===== config.mk =====
export PLATFORM = sky130hd
export DESIGN_NAME = rpc_top
export DESIGN_NICKNAME = d
export VERILOG_FILES = /design/src/rtl/rpc_pkg.sv /design/src/rtl/rpc_pad_ctrl.sv /design/src/rtl/rpc_pad_select.sv /design/src/rtl/rpc_top.sv
export VERILOG_INCLUDE_DIRS = /design/src /design/src/rtl
export SDC_FILE = /design/constraint.sdc
export NUM_CORES = 2
export LEC_CHECK = 0
export ABC_CLOCK_PERIOD_IN_PS = 9170
export BUFFER_PORTS_ARGS = -buffer_cell sky130_fd_sc_hd__buf_2
export CAP_MARGIN = 10
export CORE_ASPECT_RATIO = 0.7
export CORE_MARGIN = 2
export CORE_UTILIZATION = 40
export CTS_BUF_LIST = sky130_fd_sc_hd__clkbuf_8
export DETAILED_ROUTE_END_ITERATION = 6
export GPL_TIMING_DRIVEN = 0
export PLACE_DENSITY = 0.55
export SYNTH_ARGS = -nofsm -noshare
export SYNTH_HDL_FRONTEND = slang
export SYNTH_SLANG_ARGS = --single-unit

===== constraint.sdc =====
create_clock -name i_ref_clk -period 9.17 [get_ports i_ref_clk]
set_input_delay 0.4585 -clock i_ref_clk [delete_from_list [all_inputs] [get_ports i_ref_clk]]
set_output_delay 0.4585 -clock i_ref_clk [all_outputs]
set_load 0.02 [all_outputs]

===== src/rtl/rpc_consts.svh =====
// register offsets, field positions, reset words and write masks of the pad configuration block
// assumes byte addressing on a 32-bit APB, one aligned word per register
`ifndef RPC_CONSTS_SVH
`define RPC_CONSTS_SVH

// ============================================================
// register offsets
`define RPC_OFS_DAC1 12'h084
`define RPC_OFS_DAC2 12'h088
`define RPC_OFS_XTAL 12'h08C
`define RPC_OFS_TGLOB 12'h090
`define RPC_OFS_TPAD0 12'h094
`define RPC_OFS_WAKE 12'h0BC
`define RPC_OFS_XPDSEL 12'h0C0
`define RPC_OFS_I2CSEL 12'h0C4
`define RPC_OFS_FIRST 12'h084
`define RPC_OFS_LAST 12'h0C4

// ============================================================
// register indices within the contiguous window
`define RPC_IDX_DAC1 5'h00
`define RPC_IDX_DAC2 5'h01
`define RPC_IDX_XTAL 5'h02
`define RPC_IDX_TGLOB 5'h03
`define RPC_IDX_TPAD0 5'h04
`define RPC_IDX_WAKE 5'h0E
`define RPC_IDX_XPDSEL 5'h0F
`define RPC_IDX_I2CSEL 5'h10
`define RPC_NREGS 17

// ============================================================
// pad indices
`define RPC_PAD_DAC1 0
`define RPC_PAD_DAC2 1
`define RPC_PAD_XN 2
`define RPC_PAD_XP 3
`define RPC_PAD_T0 4
`define RPC_NPADS 14
`define RPC_NTOUCH 10
`define RPC_NLP 18

// ============================================================
// field positions
`define RPC_PADCFG_LSB 0
`define RPC_PADCFG_MSB 10
`define RPC_XPCFG_LSB 11
`define RPC_XPCFG_MSB 21
`define RPC_DAC_VAL_LSB 11
`define RPC_DAC_VAL_MSB 18
`define RPC_DAC_PWR 19
`define RPC_DAC_FORCE 20
`define RPC_XT_BIAS_LSB 22
`define RPC_XT_BIAS_MSB 23
`define RPC_XT_PWR 24
`define RPC_XT_DRES_LSB 25
`define RPC_XT_DRES_MSB 26
`define RPC_XT_DBIAS_LSB 27
`define RPC_XT_DBIAS_MSB 28
`define RPC_TG_BIAS_PWR 0
`define RPC_TG_DREFH_LSB 1
`define RPC_TG_DREFH_MSB 2
`define RPC_TG_DREFL_LSB 3
`define RPC_TG_DREFL_MSB 4
`define RPC_TG_DRANGE_LSB 5
`define RPC_TG_DRANGE_MSB 6
`define RPC_TG_TOUCH_BIAS_CURRENT_LSB 7
`define RPC_TG_TOUCH_BIAS_CURRENT_MSB 8
`define RPC_TG_BIAS_SLEEP 9
`define RPC_TP_SLOPE_LSB 11
`define RPC_TP_SLOPE_MSB 13
`define RPC_TP_START 14
`define RPC_TP_TIE 15
`define RPC_TP_XPD 16
`define RPC_TP_TODIG 17
`define RPC_SEL_LSB 0
`define RPC_SEL_MSB 4
`define RPC_I2C_SDA 0
`define RPC_I2C_SCL 1

// ============================================================
// reset words and writable masks
`define RPC_RST_ZERO 32'h0000_0000
`define RPC_RST_TPAD 32'h0000_2000
`define RPC_MSK_DAC 32'h001F_FFFF
`define RPC_MSK_XTAL 32'h1FFF_FFFF
`define RPC_MSK_TGLOB 32'h0000_03FF
`define RPC_MSK_TPAD 32'h0003_FFFF
`define RPC_MSK_SEL 32'h0000_001F
`define RPC_MSK_I2C 32'h0000_0003

`endif


===== src/rtl/rpc_pkg.sv =====
// types shared by the pad configuration block
// assumes nothing beyond the constants header
package rpc_pkg;

	// per-pad configuration field group, route select in bit 0
	typedef struct packed {
		logic [1:0] drive_strength;
		logic pullup_enable;
		logic pulldown_enable;
		logic hold;
		logic normal_input_enable;
		logic sleep_output_enable;
		logic sleep_input_enable;
		logic sleep_config_select;
		logic lowpower_function_select;
		logic domain_route_select;
	} rpc_pad_cfg_t;

	// electrical controls handed to one pad cell
	typedef struct packed {
		logic [1:0] drive_strength;
		logic pullup_enable;
		logic pulldown_enable;
		logic input_enable;
	} rpc_pad_elec_t;

	// output value and enable offered by one source
	typedef struct packed {
		logic value;
		logic enable;
	} rpc_drive_t;

endpackage


===== src/rtl/rpc_pad_ctrl.sv =====
// resolution of one low-power pad: routing, function select, sleep set, hold
// assumes the pad input comes straight from the pin, other sources share i_ref_clk
`include "rpc_consts.svh"

module rpc_pad_ctrl
	import rpc_pkg::*;
(
	input wire logic i_ref_clk,
	input wire logic i_sys_rst,
	input rpc_pad_cfg_t i_cfg,
	input rpc_drive_t i_dig_drv,
	input rpc_drive_t i_lp_fn0_drv,
	input rpc_drive_t i_lp_fn1_drv,
	input wire logic i_pad_in,
	output logic o_pad_out,
	output logic o_pad_oe_n,
	output rpc_pad_elec_t o_elec,
	output logic o_dig_in,
	output logic o_lp_in
);

	logic sync1_q;
	logic sync2_q;
	rpc_drive_t src;
	logic oe_now;
	logic ie_now;
	logic out_q;
	logic oe_n_q;
	rpc_pad_elec_t elec_q;
	logic dig_in_q;
	logic lp_in_q;

	// ============================================================
	// pin synchroniser
	always_ff @(posedge i_ref_clk) begin
		if (i_sys_rst) begin
			sync1_q <= 1'b0;
			sync2_q <= 1'b0;
		end else begin
			sync1_q <= i_pad_in;
			sync2_q <= sync1_q;
		end
	end

	// ============================================================
	// source and enable selection
	always_comb begin
		if (i_cfg.domain_route_select) begin
			src = i_cfg.lowpower_function_select ? i_lp_fn1_drv : i_lp_fn0_drv;
		end else begin
			src = i_dig_drv;
		end
		if (i_cfg.sleep_config_select) begin
			oe_now = i_cfg.sleep_output_enable;
			ie_now = i_cfg.sleep_input_enable;
		end else begin
			oe_now = src.enable;
			ie_now = i_cfg.normal_input_enable;
		end
	end

	// ============================================================
	// pad drive, frozen while hold is set
	always_ff @(posedge i_ref_clk) begin
		if (i_sys_rst) begin
			out_q <= 1'b0;
			oe_n_q <= 1'b1;
		end else if (!i_cfg.hold) begin
			out_q <= src.value;
			oe_n_q <= ~oe_now;
		end
	end

	always_ff @(posedge i_ref_clk) begin
		if (i_sys_rst) begin
			elec_q <= '0;
		end else begin
			elec_q.drive_strength <= i_cfg.drive_strength;
			elec_q.pullup_enable <= i_cfg.pullup_enable;
			elec_q.pulldown_enable <= i_cfg.pulldown_enable;
			elec_q.input_enable <= ie_now;
		end
	end

	// ============================================================
	// input delivered to the selected domain only
	always_ff @(posedge i_ref_clk) begin
		if (i_sys_rst) begin
			dig_in_q <= 1'b0;
			lp_in_q <= 1'b0;
		end else begin
			dig_in_q <= ie_now & ~i_cfg.domain_route_select & sync2_q;
			lp_in_q <= ie_now & i_cfg.domain_route_select & sync2_q;
		end
	end

	assign o_pad_out = out_q;
	assign o_pad_oe_n = oe_n_q;
	assign o_elec = elec_q;
	assign o_dig_in = dig_in_q;
	assign o_lp_in = lp_in_q;

endmodule


===== src/rtl/rpc_pad_select.sv =====
// wake-up source and crystal power-down source selection among the low-power pads
// assumes raw pin levels in, invert bit from logic on the same clock
`include "rpc_consts.svh"

module rpc_pad_select
	import rpc_pkg::*;
#(
	parameter int NLP = `RPC_NLP
)
(
	input wire logic i_ref_clk,
	input wire logic i_sys_rst,
	input wire logic [NLP-1:0] i_lp_lvl,
	input wire logic [4:0] i_wake_sel,
	input wire logic [4:0] i_xpd_sel,
	input wire logic i_xtal_conf_invert,
	output logic o_wake_lvl,
	output logic o_xtal_pd_en
);

	logic [NLP-1:0] sync1_q;
	logic [NLP-1:0] sync2_q;
	logic wake_q;
	logic xpd_q;

	always_ff @(posedge i_ref_clk) begin
		if (i_sys_rst) begin
			sync1_q <= '0;
			sync2_q <= '0;
		end else begin
			sync1_q <= i_lp_lvl;
			sync2_q <= sync1_q;
		end
	end

	// out-of-range selections read as low
	always_ff @(posedge i_ref_clk) begin
		if (i_sys_rst) begin
			wake_q <= 1'b0;
			xpd_q <= 1'b0;
		end else begin
			wake_q <= (32'(i_wake_sel) < NLP) ? sync2_q[i_wake_sel] : 1'b0;
			xpd_q <= ((32'(i_xpd_sel) < NLP) ? sync2_q[i_xpd_sel] : 1'b0) ^ i_xtal_conf_invert;
		end
	end

	assign o_wake_lvl = wake_q;
	assign o_xtal_pd_en = xpd_q;

endmodule


===== src/rtl/rpc_top.sv =====
// low-power pad configuration registers with APB slave and per-pad resolution
// assumes a single 100 MHz clock, synchronous reset, pad pins arriving asynchronously
//
// Overview of operation
// route bit: 0 digital mux, 1 low-power
// hold bit freezes the pad output
// pull-down enabled when bit is 1
// pull-up enabled when bit is 1
// sleep select swaps in sleep enables
// sleep input enable gates input buffer
// sleep output enable gates output driver
// normal input enable gates input buffer
// function select picks low-power function 0/1
// drive strength field sets pad drive
// software tristates converter pad before power-on
// converter value passed, powered while bit set; the code also powers it while the force bit is set
// touch slope field three bits, resets 100
// tie option: 0 low, 1 high
// touch power bit and measurement start bit
// shared bias power bit powers bias
// bias current applies only with bias sleep
// wake-up field selects one low-power pad
// crystal power-down: pad level xor invert bit
// I2C data on touch pad 1 or 3
// I2C clock on touch pad 0 or 2
// power-up bit enables slow crystal oscillator
// fields read back and drive controls directly
//
// The APB register port was decided locally.
`include "rpc_consts.svh"

module rpc_top
	import rpc_pkg::*;
#(
	parameter int NPADS = `RPC_NPADS,
	parameter int NTOUCH = `RPC_NTOUCH,
	parameter int NLP = `RPC_NLP
)
(
	input wire logic i_ref_clk,
	input wire logic i_sys_rst,
	input wire logic i_psel,
	input wire logic i_penable,
	input wire logic i_pwrite,
	input wire logic [11:0] i_paddr,
	input wire logic [31:0] i_pwdata,
	input wire logic [3:0] i_pstrb,
	output logic o_pready,
	output logic [31:0] o_prdata,
	output logic o_pslverr,
	input rpc_drive_t [NPADS-1:0] i_dig_drv,
	input rpc_drive_t [NPADS-1:0] i_lp_fn0_drv,
	input rpc_drive_t [NPADS-1:0] i_lp_fn1_drv,
	input wire logic [NPADS-1:0] i_pad_in,
	output logic [NPADS-1:0] o_pad_out,
	output logic [NPADS-1:0] o_pad_oe_n,
	output rpc_pad_elec_t [NPADS-1:0] o_pad_elec,
	output logic [NPADS-1:0] o_dig_in,
	output logic [NPADS-1:0] o_lp_in,
	output logic [7:0] o_dac1_value,
	output logic o_dac1_power_on,
	output logic [7:0] o_dac2_value,
	output logic o_dac2_power_on,
	output logic o_slow_xtal_power_up,
	output logic [1:0] o_slow_xtal_bias_dac,
	output logic [1:0] o_slow_xtal_dres,
	output logic [1:0] o_slow_xtal_dbias,
	output logic o_touch_bias_power,
	output logic [1:0] o_touch_refh,
	output logic [1:0] o_touch_refl,
	output logic [1:0] o_touch_range,
	output logic [1:0] o_touch_bias_current,
	output logic [NTOUCH-1:0][2:0] o_touch_slope,
	output logic [NTOUCH-1:0] o_touch_start,
	output logic [NTOUCH-1:0] o_touch_start_pulse,
	output logic [NTOUCH-1:0] o_touch_tie_level,
	output logic [NTOUCH-1:0] o_touch_power_on,
	output logic [NTOUCH-1:0] o_touch_input_to_digital,
	input wire logic [NLP-1:0] i_lp_pad_lvl,
	input wire logic i_xtal_conf_invert,
	output logic o_wake_lvl,
	output logic o_xtal_pd_en,
	input wire logic i_i2c_scl_pull_low,
	input wire logic i_i2c_sda_pull_low,
	output logic o_i2c_scl_in,
	output logic o_i2c_sda_in
);

	logic [31:0] regs_q [`RPC_NREGS];
	logic [31:0] rdata_q;
	logic slverr_q;
	logic setup;
	logic access;
	logic hit;
	logic aligned;
	logic [11:0] rel_addr;
	logic [4:0] idx;
	logic [31:0] lane_mask;
	logic [NTOUCH-1:0] start_prev_q;
	rpc_pad_cfg_t [NPADS-1:0] pad_cfg;
	rpc_drive_t [NPADS-1:0] fn1_drv;
	logic sda_sel;
	logic scl_sel;
	logic [7:0] dac1_val_q;
	logic [7:0] dac2_val_q;
	logic dac1_pwr_q;
	logic dac2_pwr_q;
	logic i2c_scl_q;
	logic i2c_sda_q;

	// ============================================================
	// register reset words and writable bits
	function automatic logic [31:0] rpc_mask(input logic [4:0] i);
		logic [31:0] m;
		m = `RPC_MSK_TPAD;
		unique case (i)
			`RPC_IDX_DAC1, `RPC_IDX_DAC2: m = `RPC_MSK_DAC;
			`RPC_IDX_XTAL: m = `RPC_MSK_XTAL;
			`RPC_IDX_TGLOB: m = `RPC_MSK_TGLOB;
			`RPC_IDX_WAKE, `RPC_IDX_XPDSEL: m = `RPC_MSK_SEL;
			`RPC_IDX_I2CSEL: m = `RPC_MSK_I2C;
			default: m = `RPC_MSK_TPAD;
		endcase
		return m;
	endfunction

	function automatic logic [31:0] rpc_reset(input logic [4:0] i);
		logic [31:0] r;
		r = `RPC_RST_ZERO;
		if (i >= `RPC_IDX_TPAD0 && i < `RPC_IDX_WAKE) begin
			r = `RPC_RST_TPAD;
		end
		return r;
	endfunction

	// ============================================================
	// APB decode
	assign setup = i_psel & ~i_penable;
	assign access = i_psel & i_penable;
	assign rel_addr = i_paddr - `RPC_OFS_FIRST;
	assign idx = rel_addr[6:2];
	assign aligned = (i_paddr[1:0] == 2'h0);
	assign hit = aligned && (i_paddr >= `RPC_OFS_FIRST) && (i_paddr <= `RPC_OFS_LAST);

	always_comb begin
		lane_mask = '0;
		for (int b = 0; b < 4; b++) begin
			lane_mask[b*8 +: 8] = {8{i_pstrb[b]}};
		end
	end

	// read data and error captured in the setup cycle, answered in the first access cycle
	always_ff @(posedge i_ref_clk) begin
		if (i_sys_rst) begin
			rdata_q <= '0;
			slverr_q <= 1'b0;
		end else if (setup) begin
			slverr_q <= ~hit;
			rdata_q <= (hit && !i_pwrite) ? regs_q[idx] : '0;
		end
	end

	assign o_pready = 1'b1;
	assign o_prdata = rdata_q;
	assign o_pslverr = slverr_q;

	// ============================================================
	// register file
	always_ff @(posedge i_ref_clk) begin
		if (i_sys_rst) begin
			for (int r = 0; r < `RPC_NREGS; r++) begin
				regs_q[r] <= rpc_reset(5'(r));
			end
		end else if (access && i_pwrite && hit) begin
			regs_q[idx] <= (regs_q[idx] & ~(lane_mask & rpc_mask(idx)))
				| (i_pwdata & lane_mask & rpc_mask(idx));
		end
	end

	// ============================================================
	// per-pad configuration fields
	assign pad_cfg[`RPC_PAD_DAC1] = rpc_pad_cfg_t'(regs_q[`RPC_IDX_DAC1][`RPC_PADCFG_MSB:`RPC_PADCFG_LSB]);
	assign pad_cfg[`RPC_PAD_DAC2] = rpc_pad_cfg_t'(regs_q[`RPC_IDX_DAC2][`RPC_PADCFG_MSB:`RPC_PADCFG_LSB]);
	assign pad_cfg[`RPC_PAD_XN] = rpc_pad_cfg_t'(regs_q[`RPC_IDX_XTAL][`RPC_PADCFG_MSB:`RPC_PADCFG_LSB]);
	assign pad_cfg[`RPC_PAD_XP] = rpc_pad_cfg_t'(regs_q[`RPC_IDX_XTAL][`RPC_XPCFG_MSB:`RPC_XPCFG_LSB]);

	genvar t;
	generate
		for (t = 0; t < NTOUCH; t++) begin : g_touch
			assign pad_cfg[`RPC_PAD_T0 + t] =
				rpc_pad_cfg_t'(regs_q[`RPC_IDX_TPAD0 + t][`RPC_PADCFG_MSB:`RPC_PADCFG_LSB]);
			assign o_touch_slope[t] = regs_q[`RPC_IDX_TPAD0 + t][`RPC_TP_SLOPE_MSB:`RPC_TP_SLOPE_LSB];
			assign o_touch_start[t] = regs_q[`RPC_IDX_TPAD0 + t][`RPC_TP_START];
			assign o_touch_tie_level[t] = regs_q[`RPC_IDX_TPAD0 + t][`RPC_TP_TIE];
			assign o_touch_power_on[t] = regs_q[`RPC_IDX_TPAD0 + t][`RPC_TP_XPD];
			assign o_touch_input_to_digital[t] = regs_q[`RPC_IDX_TPAD0 + t][`RPC_TP_TODIG];
		end
	endgenerate

	// one-cycle start strobe on each rising edge of a start bit
	always_ff @(posedge i_ref_clk) begin
		if (i_sys_rst) begin
			start_prev_q <= '0;
		end else begin
			start_prev_q <= o_touch_start;
		end
	end

	assign o_touch_start_pulse = o_touch_start & ~start_prev_q;

	// ============================================================
	// low-power I2C routing onto touch pads 0..3
	assign sda_sel = regs_q[`RPC_IDX_I2CSEL][`RPC_I2C_SDA];
	assign scl_sel = regs_q[`RPC_IDX_I2CSEL][`RPC_I2C_SCL];

	// function 1 of the chosen pads becomes the open-drain I2C line
	always_comb begin
		fn1_drv = i_lp_fn1_drv;
		if (scl_sel) begin
			fn1_drv[`RPC_PAD_T0 + 2] = '{value: 1'b0, enable: i_i2c_scl_pull_low};
		end else begin
			fn1_drv[`RPC_PAD_T0 + 0] = '{value: 1'b0, enable: i_i2c_scl_pull_low};
		end
		if (sda_sel) begin
			fn1_drv[`RPC_PAD_T0 + 3] = '{value: 1'b0, enable: i_i2c_sda_pull_low};
		end else begin
			fn1_drv[`RPC_PAD_T0 + 1] = '{value: 1'b0, enable: i_i2c_sda_pull_low};
		end
	end

	always_ff @(posedge i_ref_clk) begin
		if (i_sys_rst) begin
			i2c_scl_q <= 1'b1;
			i2c_sda_q <= 1'b1;
		end else begin
			i2c_scl_q <= scl_sel ? o_lp_in[`RPC_PAD_T0 + 2] : o_lp_in[`RPC_PAD_T0 + 0];
			i2c_sda_q <= sda_sel ? o_lp_in[`RPC_PAD_T0 + 3] : o_lp_in[`RPC_PAD_T0 + 1];
		end
	end

	assign o_i2c_scl_in = i2c_scl_q;
	assign o_i2c_sda_in = i2c_sda_q;

	// ============================================================
	// pad cells
	genvar p;
	generate
		for (p = 0; p < NPADS; p++) begin : g_pad
			rpc_pad_ctrl u_pad (
				.i_ref_clk(i_ref_clk),
				.i_sys_rst(i_sys_rst),
				.i_cfg(pad_cfg[p]),
				.i_dig_drv(i_dig_drv[p]),
				.i_lp_fn0_drv(i_lp_fn0_drv[p]),
				.i_lp_fn1_drv(fn1_drv[p]),
				.i_pad_in(i_pad_in[p]),
				.o_pad_out(o_pad_out[p]),
				.o_pad_oe_n(o_pad_oe_n[p]),
				.o_elec(o_pad_elec[p]),
				.o_dig_in(o_dig_in[p]),
				.o_lp_in(o_lp_in[p])
			);
		end
	endgenerate

	// ============================================================
	// converter controls; tristating the pad first is left to software
	always_ff @(posedge i_ref_clk) begin
		if (i_sys_rst) begin
			dac1_val_q <= '0;
			dac2_val_q <= '0;
			dac1_pwr_q <= 1'b0;
			dac2_pwr_q <= 1'b0;
		end else begin
			dac1_val_q <= regs_q[`RPC_IDX_DAC1][`RPC_DAC_VAL_MSB:`RPC_DAC_VAL_LSB];
			dac2_val_q <= regs_q[`RPC_IDX_DAC2][`RPC_DAC_VAL_MSB:`RPC_DAC_VAL_LSB];
			dac1_pwr_q <= regs_q[`RPC_IDX_DAC1][`RPC_DAC_PWR] | regs_q[`RPC_IDX_DAC1][`RPC_DAC_FORCE];
			dac2_pwr_q <= regs_q[`RPC_IDX_DAC2][`RPC_DAC_PWR] | regs_q[`RPC_IDX_DAC2][`RPC_DAC_FORCE];
		end
	end

	assign o_dac1_value = dac1_val_q;
	assign o_dac2_value = dac2_val_q;
	assign o_dac1_power_on = dac1_pwr_q;
	assign o_dac2_power_on = dac2_pwr_q;

	// ============================================================
	// slow crystal and touch bias controls
	assign o_slow_xtal_power_up = regs_q[`RPC_IDX_XTAL][`RPC_XT_PWR];
	assign o_slow_xtal_bias_dac = regs_q[`RPC_IDX_XTAL][`RPC_XT_BIAS_MSB:`RPC_XT_BIAS_LSB];
	assign o_slow_xtal_dres = regs_q[`RPC_IDX_XTAL][`RPC_XT_DRES_MSB:`RPC_XT_DRES_LSB];
	assign o_slow_xtal_dbias = regs_q[`RPC_IDX_XTAL][`RPC_XT_DBIAS_MSB:`RPC_XT_DBIAS_LSB];
	assign o_touch_bias_power = regs_q[`RPC_IDX_TGLOB][`RPC_TG_BIAS_PWR];
	assign o_touch_refh = regs_q[`RPC_IDX_TGLOB][`RPC_TG_DREFH_MSB:`RPC_TG_DREFH_LSB];
	assign o_touch_refl = regs_q[`RPC_IDX_TGLOB][`RPC_TG_DREFL_MSB:`RPC_TG_DREFL_LSB];
	assign o_touch_range = regs_q[`RPC_IDX_TGLOB][`RPC_TG_DRANGE_MSB:`RPC_TG_DRANGE_LSB];
	// current setting masked to zero unless bias sleep is on
	assign o_touch_bias_current = regs_q[`RPC_IDX_TGLOB][`RPC_TG_BIAS_SLEEP]
		? regs_q[`RPC_IDX_TGLOB][`RPC_TG_TOUCH_BIAS_CURRENT_MSB:`RPC_TG_TOUCH_BIAS_CURRENT_LSB] : 2'h0;

	// ============================================================
	// wake-up and crystal power-down source selection
	rpc_pad_select #(
		.NLP(NLP)
	) u_select (
		.i_ref_clk(i_ref_clk),
		.i_sys_rst(i_sys_rst),
		.i_lp_lvl(i_lp_pad_lvl),
		.i_wake_sel(regs_q[`RPC_IDX_WAKE][`RPC_SEL_MSB:`RPC_SEL_LSB]),
		.i_xpd_sel(regs_q[`RPC_IDX_XPDSEL][`RPC_SEL_MSB:`RPC_SEL_LSB]),
		.i_xtal_conf_invert(i_xtal_conf_invert),
		.o_wake_lvl(o_wake_lvl),
		.o_xtal_pd_en(o_xtal_pd_en)
	);

endmodule


* Word-level counts from Yosys, hierarchy flattened
Memory sizes are Yosys's and may differ from the RTL's.
Cells that the tools add are included.
** Word-level totals
- Register bits after elaboration :: 255
- RAM bits :: 544
- Output and inout bits :: 278
- Logic and storage cells :: 360
- Memories :: 1
** Memories
- regs_q :: words 17, bits a word 32, rd ports 18, clocked after Yosys merged registers in 0, write ports 17, RTL line rpc_top.sv:89 : logic [31:0] regs_q [`RPC_NREGS];
** Operators by class
- Add/subtract/negate cells :: 1
- Magnitude comparators :: 6
- Eq/ne operators :: 6
- Multiplexer cells :: 81
- Bitwise operators :: 100
- Reductions and logical operators :: 12
** Operators by type and width (number)
- $mux W32 :: 5
- $pmux W29 S5 :: 1
- $and A32 B32 Y32 :: 4
- $mux W2 :: 33
- $and A1 B1 Y1 :: 58
- $mux W1 :: 39
- $not A32 Y32 :: 1
- $or A32 B32 Y32 :: 1
- $reduce_or A32 Y1 :: 1
- $not A1 Y1 :: 31
- $ge A12 B8 Y1 const B :: 1
- $le A12 B8 Y1 const B :: 1
- $lt A5 B6 Y1 const B :: 2
- $and A10 B10 Y10 :: 1
- $bmux W1 S5 :: 2
- $eq A5 B2 Y1 const B :: 2
- $eq A5 B4 Y1 const B :: 2
- $lt A5 B5 Y1 const B :: 2
- $not A10 Y10 :: 1
- $sub A7 B3 Y7 const B :: 1
- $reduce_or A2 Y1 :: 3
- $eq A5 B1 Y1 const B :: 1
- $eq A5 B5 Y1 const B :: 1
- $logic_and A1 B1 Y1 :: 5
- 6 further kinds :: 7

* Logic depth before layout (Yosys ltp)
- Depth in word-level cells :: 11
- Depth in mapped cells :: 18
- Depth with buffers taken out :: 8

* Cells and area by module
Synthesis repeated with hierarchy kept, for this count alone.
** Second synthesis, totals
- Cells, all modules :: 3246
- Area, all modules :: 51530.7 µm²
** Modules (own cells, without submodules)
- rpc_top :: instances 1, cells an instance 2669, area an instance 45048.2 µm², sequential area each 32010.7 µm²
- rpc_pad_ctrl :: instances 14, cells an instance 33, area an instance 365.4 µm², sequential area each 220.2 µm²
- rpc_pad_select :: instances 1, cells an instance 115, area an instance 1367.6 µm², sequential area each 760.7 µm²

* Least setup slack after synthesis
Ideal clock, no wire load.
- Path kind :: in2reg
- Start :: in i_paddr[2]
- End :: mem regs_q[26][0], enable pin
- Setup time :: 0.421 ns
- Arrival time :: 4.530 ns
- Slack :: 4.219 ns
- Stages :: 13
- Path buffers :: 7
- Cell sequence :: buf_4 > buf_4 > buf_2 > buf_4 > buf_4 > inv_1 > ha_1 > clkbuf_1 > nor3b_1 > a21boi_1 > clkbuf_1 > nor2_1 > nor2_1
** RTL lines
- start: declaration :: RTL line rpc_top.sv:45 : input wire logic [11:0] i_paddr,
- end: declaration :: RTL line rpc_top.sv:89

==> results.cfg <==
[run_status]
status = complete, but fails checks
violations = design-rule violations

[routing]
antenna_left = 0
first_pass_iters = 7
drt-vias-per-instance = 5.900
wl_per_cell_um = 34.67
drt_iter0_markers = 5687
wirelength_um = 215500
via_count = 36670
drc_errors = 30

[clock_network]
cts_made_buffers = 192
cts_buffer_depth = 3
postCtsSetupRepairBufs = 0
cts_root_buf = clkbuf_8
htree_num_levels = 4
cts_tree = built
clkTransAtPathRegs_ns = 0.07
worstSkewPairLatency_ns = 0.96
cts.sinks = 1279

[floorplan]
die_w_um = 438.7
rows = 111
ioPinCount = 450
core_sq_um = 131100
fp.dieH_um = 308.3
die_area_sq_um = 135300
initial_core_util_pct = 40.36

[power]
p_int_mw = 9.135
p_leak_nw = 23.88
seqPwrFrac_pct = 51.6
p_per_area_nw_per_um2 = 201.4
ir_drop_mv = 0.1159
netSwitchingPower_mw = 3.508
switching_share_pct = 27.75
power.share.clock_pct = 36.6
combPwrFrac_pct = 11.8

[synth]
synth_top_area_share_pct = 58.11
ys_seq_area_share_pct = 67.75
avgSynthCellArea_sq_um = 14.88
async_flop_share_pct = 0
synth_cell_types = 70
yosys-top-cells-area = edfxtp_1 58%, dfxtp_1 9.6%, mux4_2 8.9%
synthCells = 3556
syn_nets = 3734
yosys-top-cells-count = 1024 x edfxtp_1, 689 x nor2_1, 255 x dfxtp_1, 210 x mux4_2, 169 x nor2b_1
synth_largest_area_cell = edfxtp_1
ys_ff_latch = 1279
synth_area_sq_um = 52920
synth_edf_count = 1024
synth.most_common_cell = edfxtp_1
synthFlopType = edfxtp_1
yosys_warnings = 0

[setup_path]
worstSetupEndpointType = flip-flop
cp.required_ns = 9.71
crit_slowest_cell = clkbuf_1
crit_fanout = 15
crit_buf_inv = 14
startpoint_type = primary input
worstSetupPathType = in -> reg
path_cells = buf_2 > buf_4 > buf_4 > buf_2 > buf_4 > buf_4 > inv_1 > ha_1 > buf_2 > buf_4 > buf_2 > clkbuf_1 > clkbuf_1 > nor2_1 > a21oi_1 > o22ai_1 > o41ai_4 > buf_2 > inv_1
path_delay_family = buffers and inverters
max_stage_delay_ns = 0.94
arrival_ns = 8.30

[timing]
setup_tns_ns = 0
clock.fmax_ghz = 0.1289
tightestPinTransition_ns = 1.424
grt_setup_unrepaired = false
min_period_over_period_pct = 84.60
period_needed_ns = 7.758
hold_violations = 0
relSlewSlack_pct = 5.097
setup_viol = 0
fin_skew_ns = 0.07727
setup_ws_ns = 1.412
drv_slew = 0
timing.hold.ws_ns = 0.05862

[global_route]
grt_pass1_vias = 34240
antenna_found_initial = 15
grt_max_degree = 33
grt_overflow = 0
grt_pass1_wl_um = 286200
track_usage_pct = 31.33

[worst_hold_path]
hold_class = in -> reg

[placement]
pre_cts_ws_ns = 0.8078
numPortBuffers = 444
hpwlAfterDp_um = 152700
gp_congestion = 0.9766

[cells_and_area]
nFillCells = 11660
drive_above_1_share_pct = 30.24
syn2layout_area_growth_pct = 18.64
fin_nets = 4479

[job]
cap_violations = 0
## kinds of logic after synthesis
family / synth area share, %
flops: 67.75
other cells: 0.007086
compound gates: 5.937
fa+ha+maj: 0.1419
simple gates: 9.318
mux: 12.20
buf+inv: 4.627
xor+xnor: 0.01655
## repair_timing
action | CTS | global route
endpoints found under the hold margin | 48 | 0
hold buffers | 60 | 0
gates resized for setup | 0 | 0
## power groups by stage
stage / combinational (mW) / sequential, mW / clock (mW)
final: 1.50 / 6.52 / 4.63
after global routing: 1.53 / 6.53 / 4.87
after CTS: 1.45 / 6.52 / 4.63
after detailed placement: 1.42 / 6.64 / 0
after global placement: 1.38 / 6.65 / 0
after floorplan: 0.746 / 6.63 / 0
## cell type report
type                    count  area, sq um  share of cell area (%)
clock inverters           131        664.4                   1.058
repair buffers            551         3780                   6.020
flip-flops and latches   1279        35850                   57.11
well taps                1751         2191                   3.490
inverters                  70        262.8                  0.4185
clock buffers             219         3014                   4.801
plain buffers             378         2196                   3.497
diodes                      8        20.02                 0.03189
multi-input cells        1829        14800                   23.58
## placed cells by master (no fill, tap or decap), types with 34 or more instances in the layout
cell type	netlist	layout
a21oi_1	81	81
mux4_2	210	210
nand2_1	66	66
buf_2	70	516
a22o_1	40	40
clkbuf_1	127	121
inv_1	65	152
o21ai_0	44	44
dlygate4sd3_1	0	60
nor2b_1	169	169
mux2_2	60	60
clkbuf_8	0	219
mux2i_1	105	105
buf_4	159	160
nor2_1	689	674
edfxtp_1	1024	1024
dfxtp_1	255	255
nand2b_1	51	34
## metal layers
layer / vias up / GRT usage [%] / part of all wire, %
li1: 14560 / - / -
met1: 18970 / 44.46 / 40
met2: 2725 / 44.87 / 43
met3: 414 / 10.04 / 13
met4: 4 / 11.40 / 3.7
met5: - / 0 / 0.014
## registers in the layout, summed over array words and instances, names as in the netlist, 8 cells and up
name / cells
g_pad.u_pad.o_elec: 70
g_pad.u_pad.sync1_q: 14
g_pad.u_pad.o_pad_oe_n: 14
regs_q: 1024
start_prev_q: 10
g_pad.u_pad.o_dig_in: 14
u_select.sync2_q: 18
o_dac1_value: 8
u_select.sync1_q: 18
g_pad.u_pad.sync2_q: 14
o_prdata: 32
g_pad.u_pad.o_lp_in: 14
o_dac2_value: 8
g_pad.u_pad.o_pad_out: 14
## through the flow
stage          std cells  util (%)  power [mW]  cell area (sq um)
2_1_floorplan       3556         -       7.379              52920
3_3_place_gp        5751     43.73       8.034              57330
3_5_place_dp        5796     44.58       8.066              58440
4_1_cts             6206     47.84       12.59              62720
5_1_grt             6212     47.88       12.93              62770
6_report            6216     47.89       12.64              62780
## worst register-to-register path, cell delays in order, from the launching register on
cell	delay (ns)
edfxtp_1	0.48
mux4_2	0.57
nand2_1	0.25
nand4_1	0.22
o41ai_4	0.91
buf_2	0.51
inv_1	0.34
## final timing paths
| check | startpoint | to | slack, ns | cells after the start |
|---|---|---|---|---|
| setup / recovery | i_paddr[2] | regs_q[20][6] | 1.41 | 19 |
| hold / removal | i_dig_drv[10] | g_pad[5].u_pad.o_pad_oe_n | 0.06 | 5 |
| setup reg to reg | regs_q[2][6] | regs_q[20][6] | 5.51 | 6 |
| hold reg to reg | g_pad[4].u_pad.sync2_q | g_pad[4].u_pad.o_dig_in | 0.42 | 2 |
No activity file was read; power rests on OpenSTA's default activity.
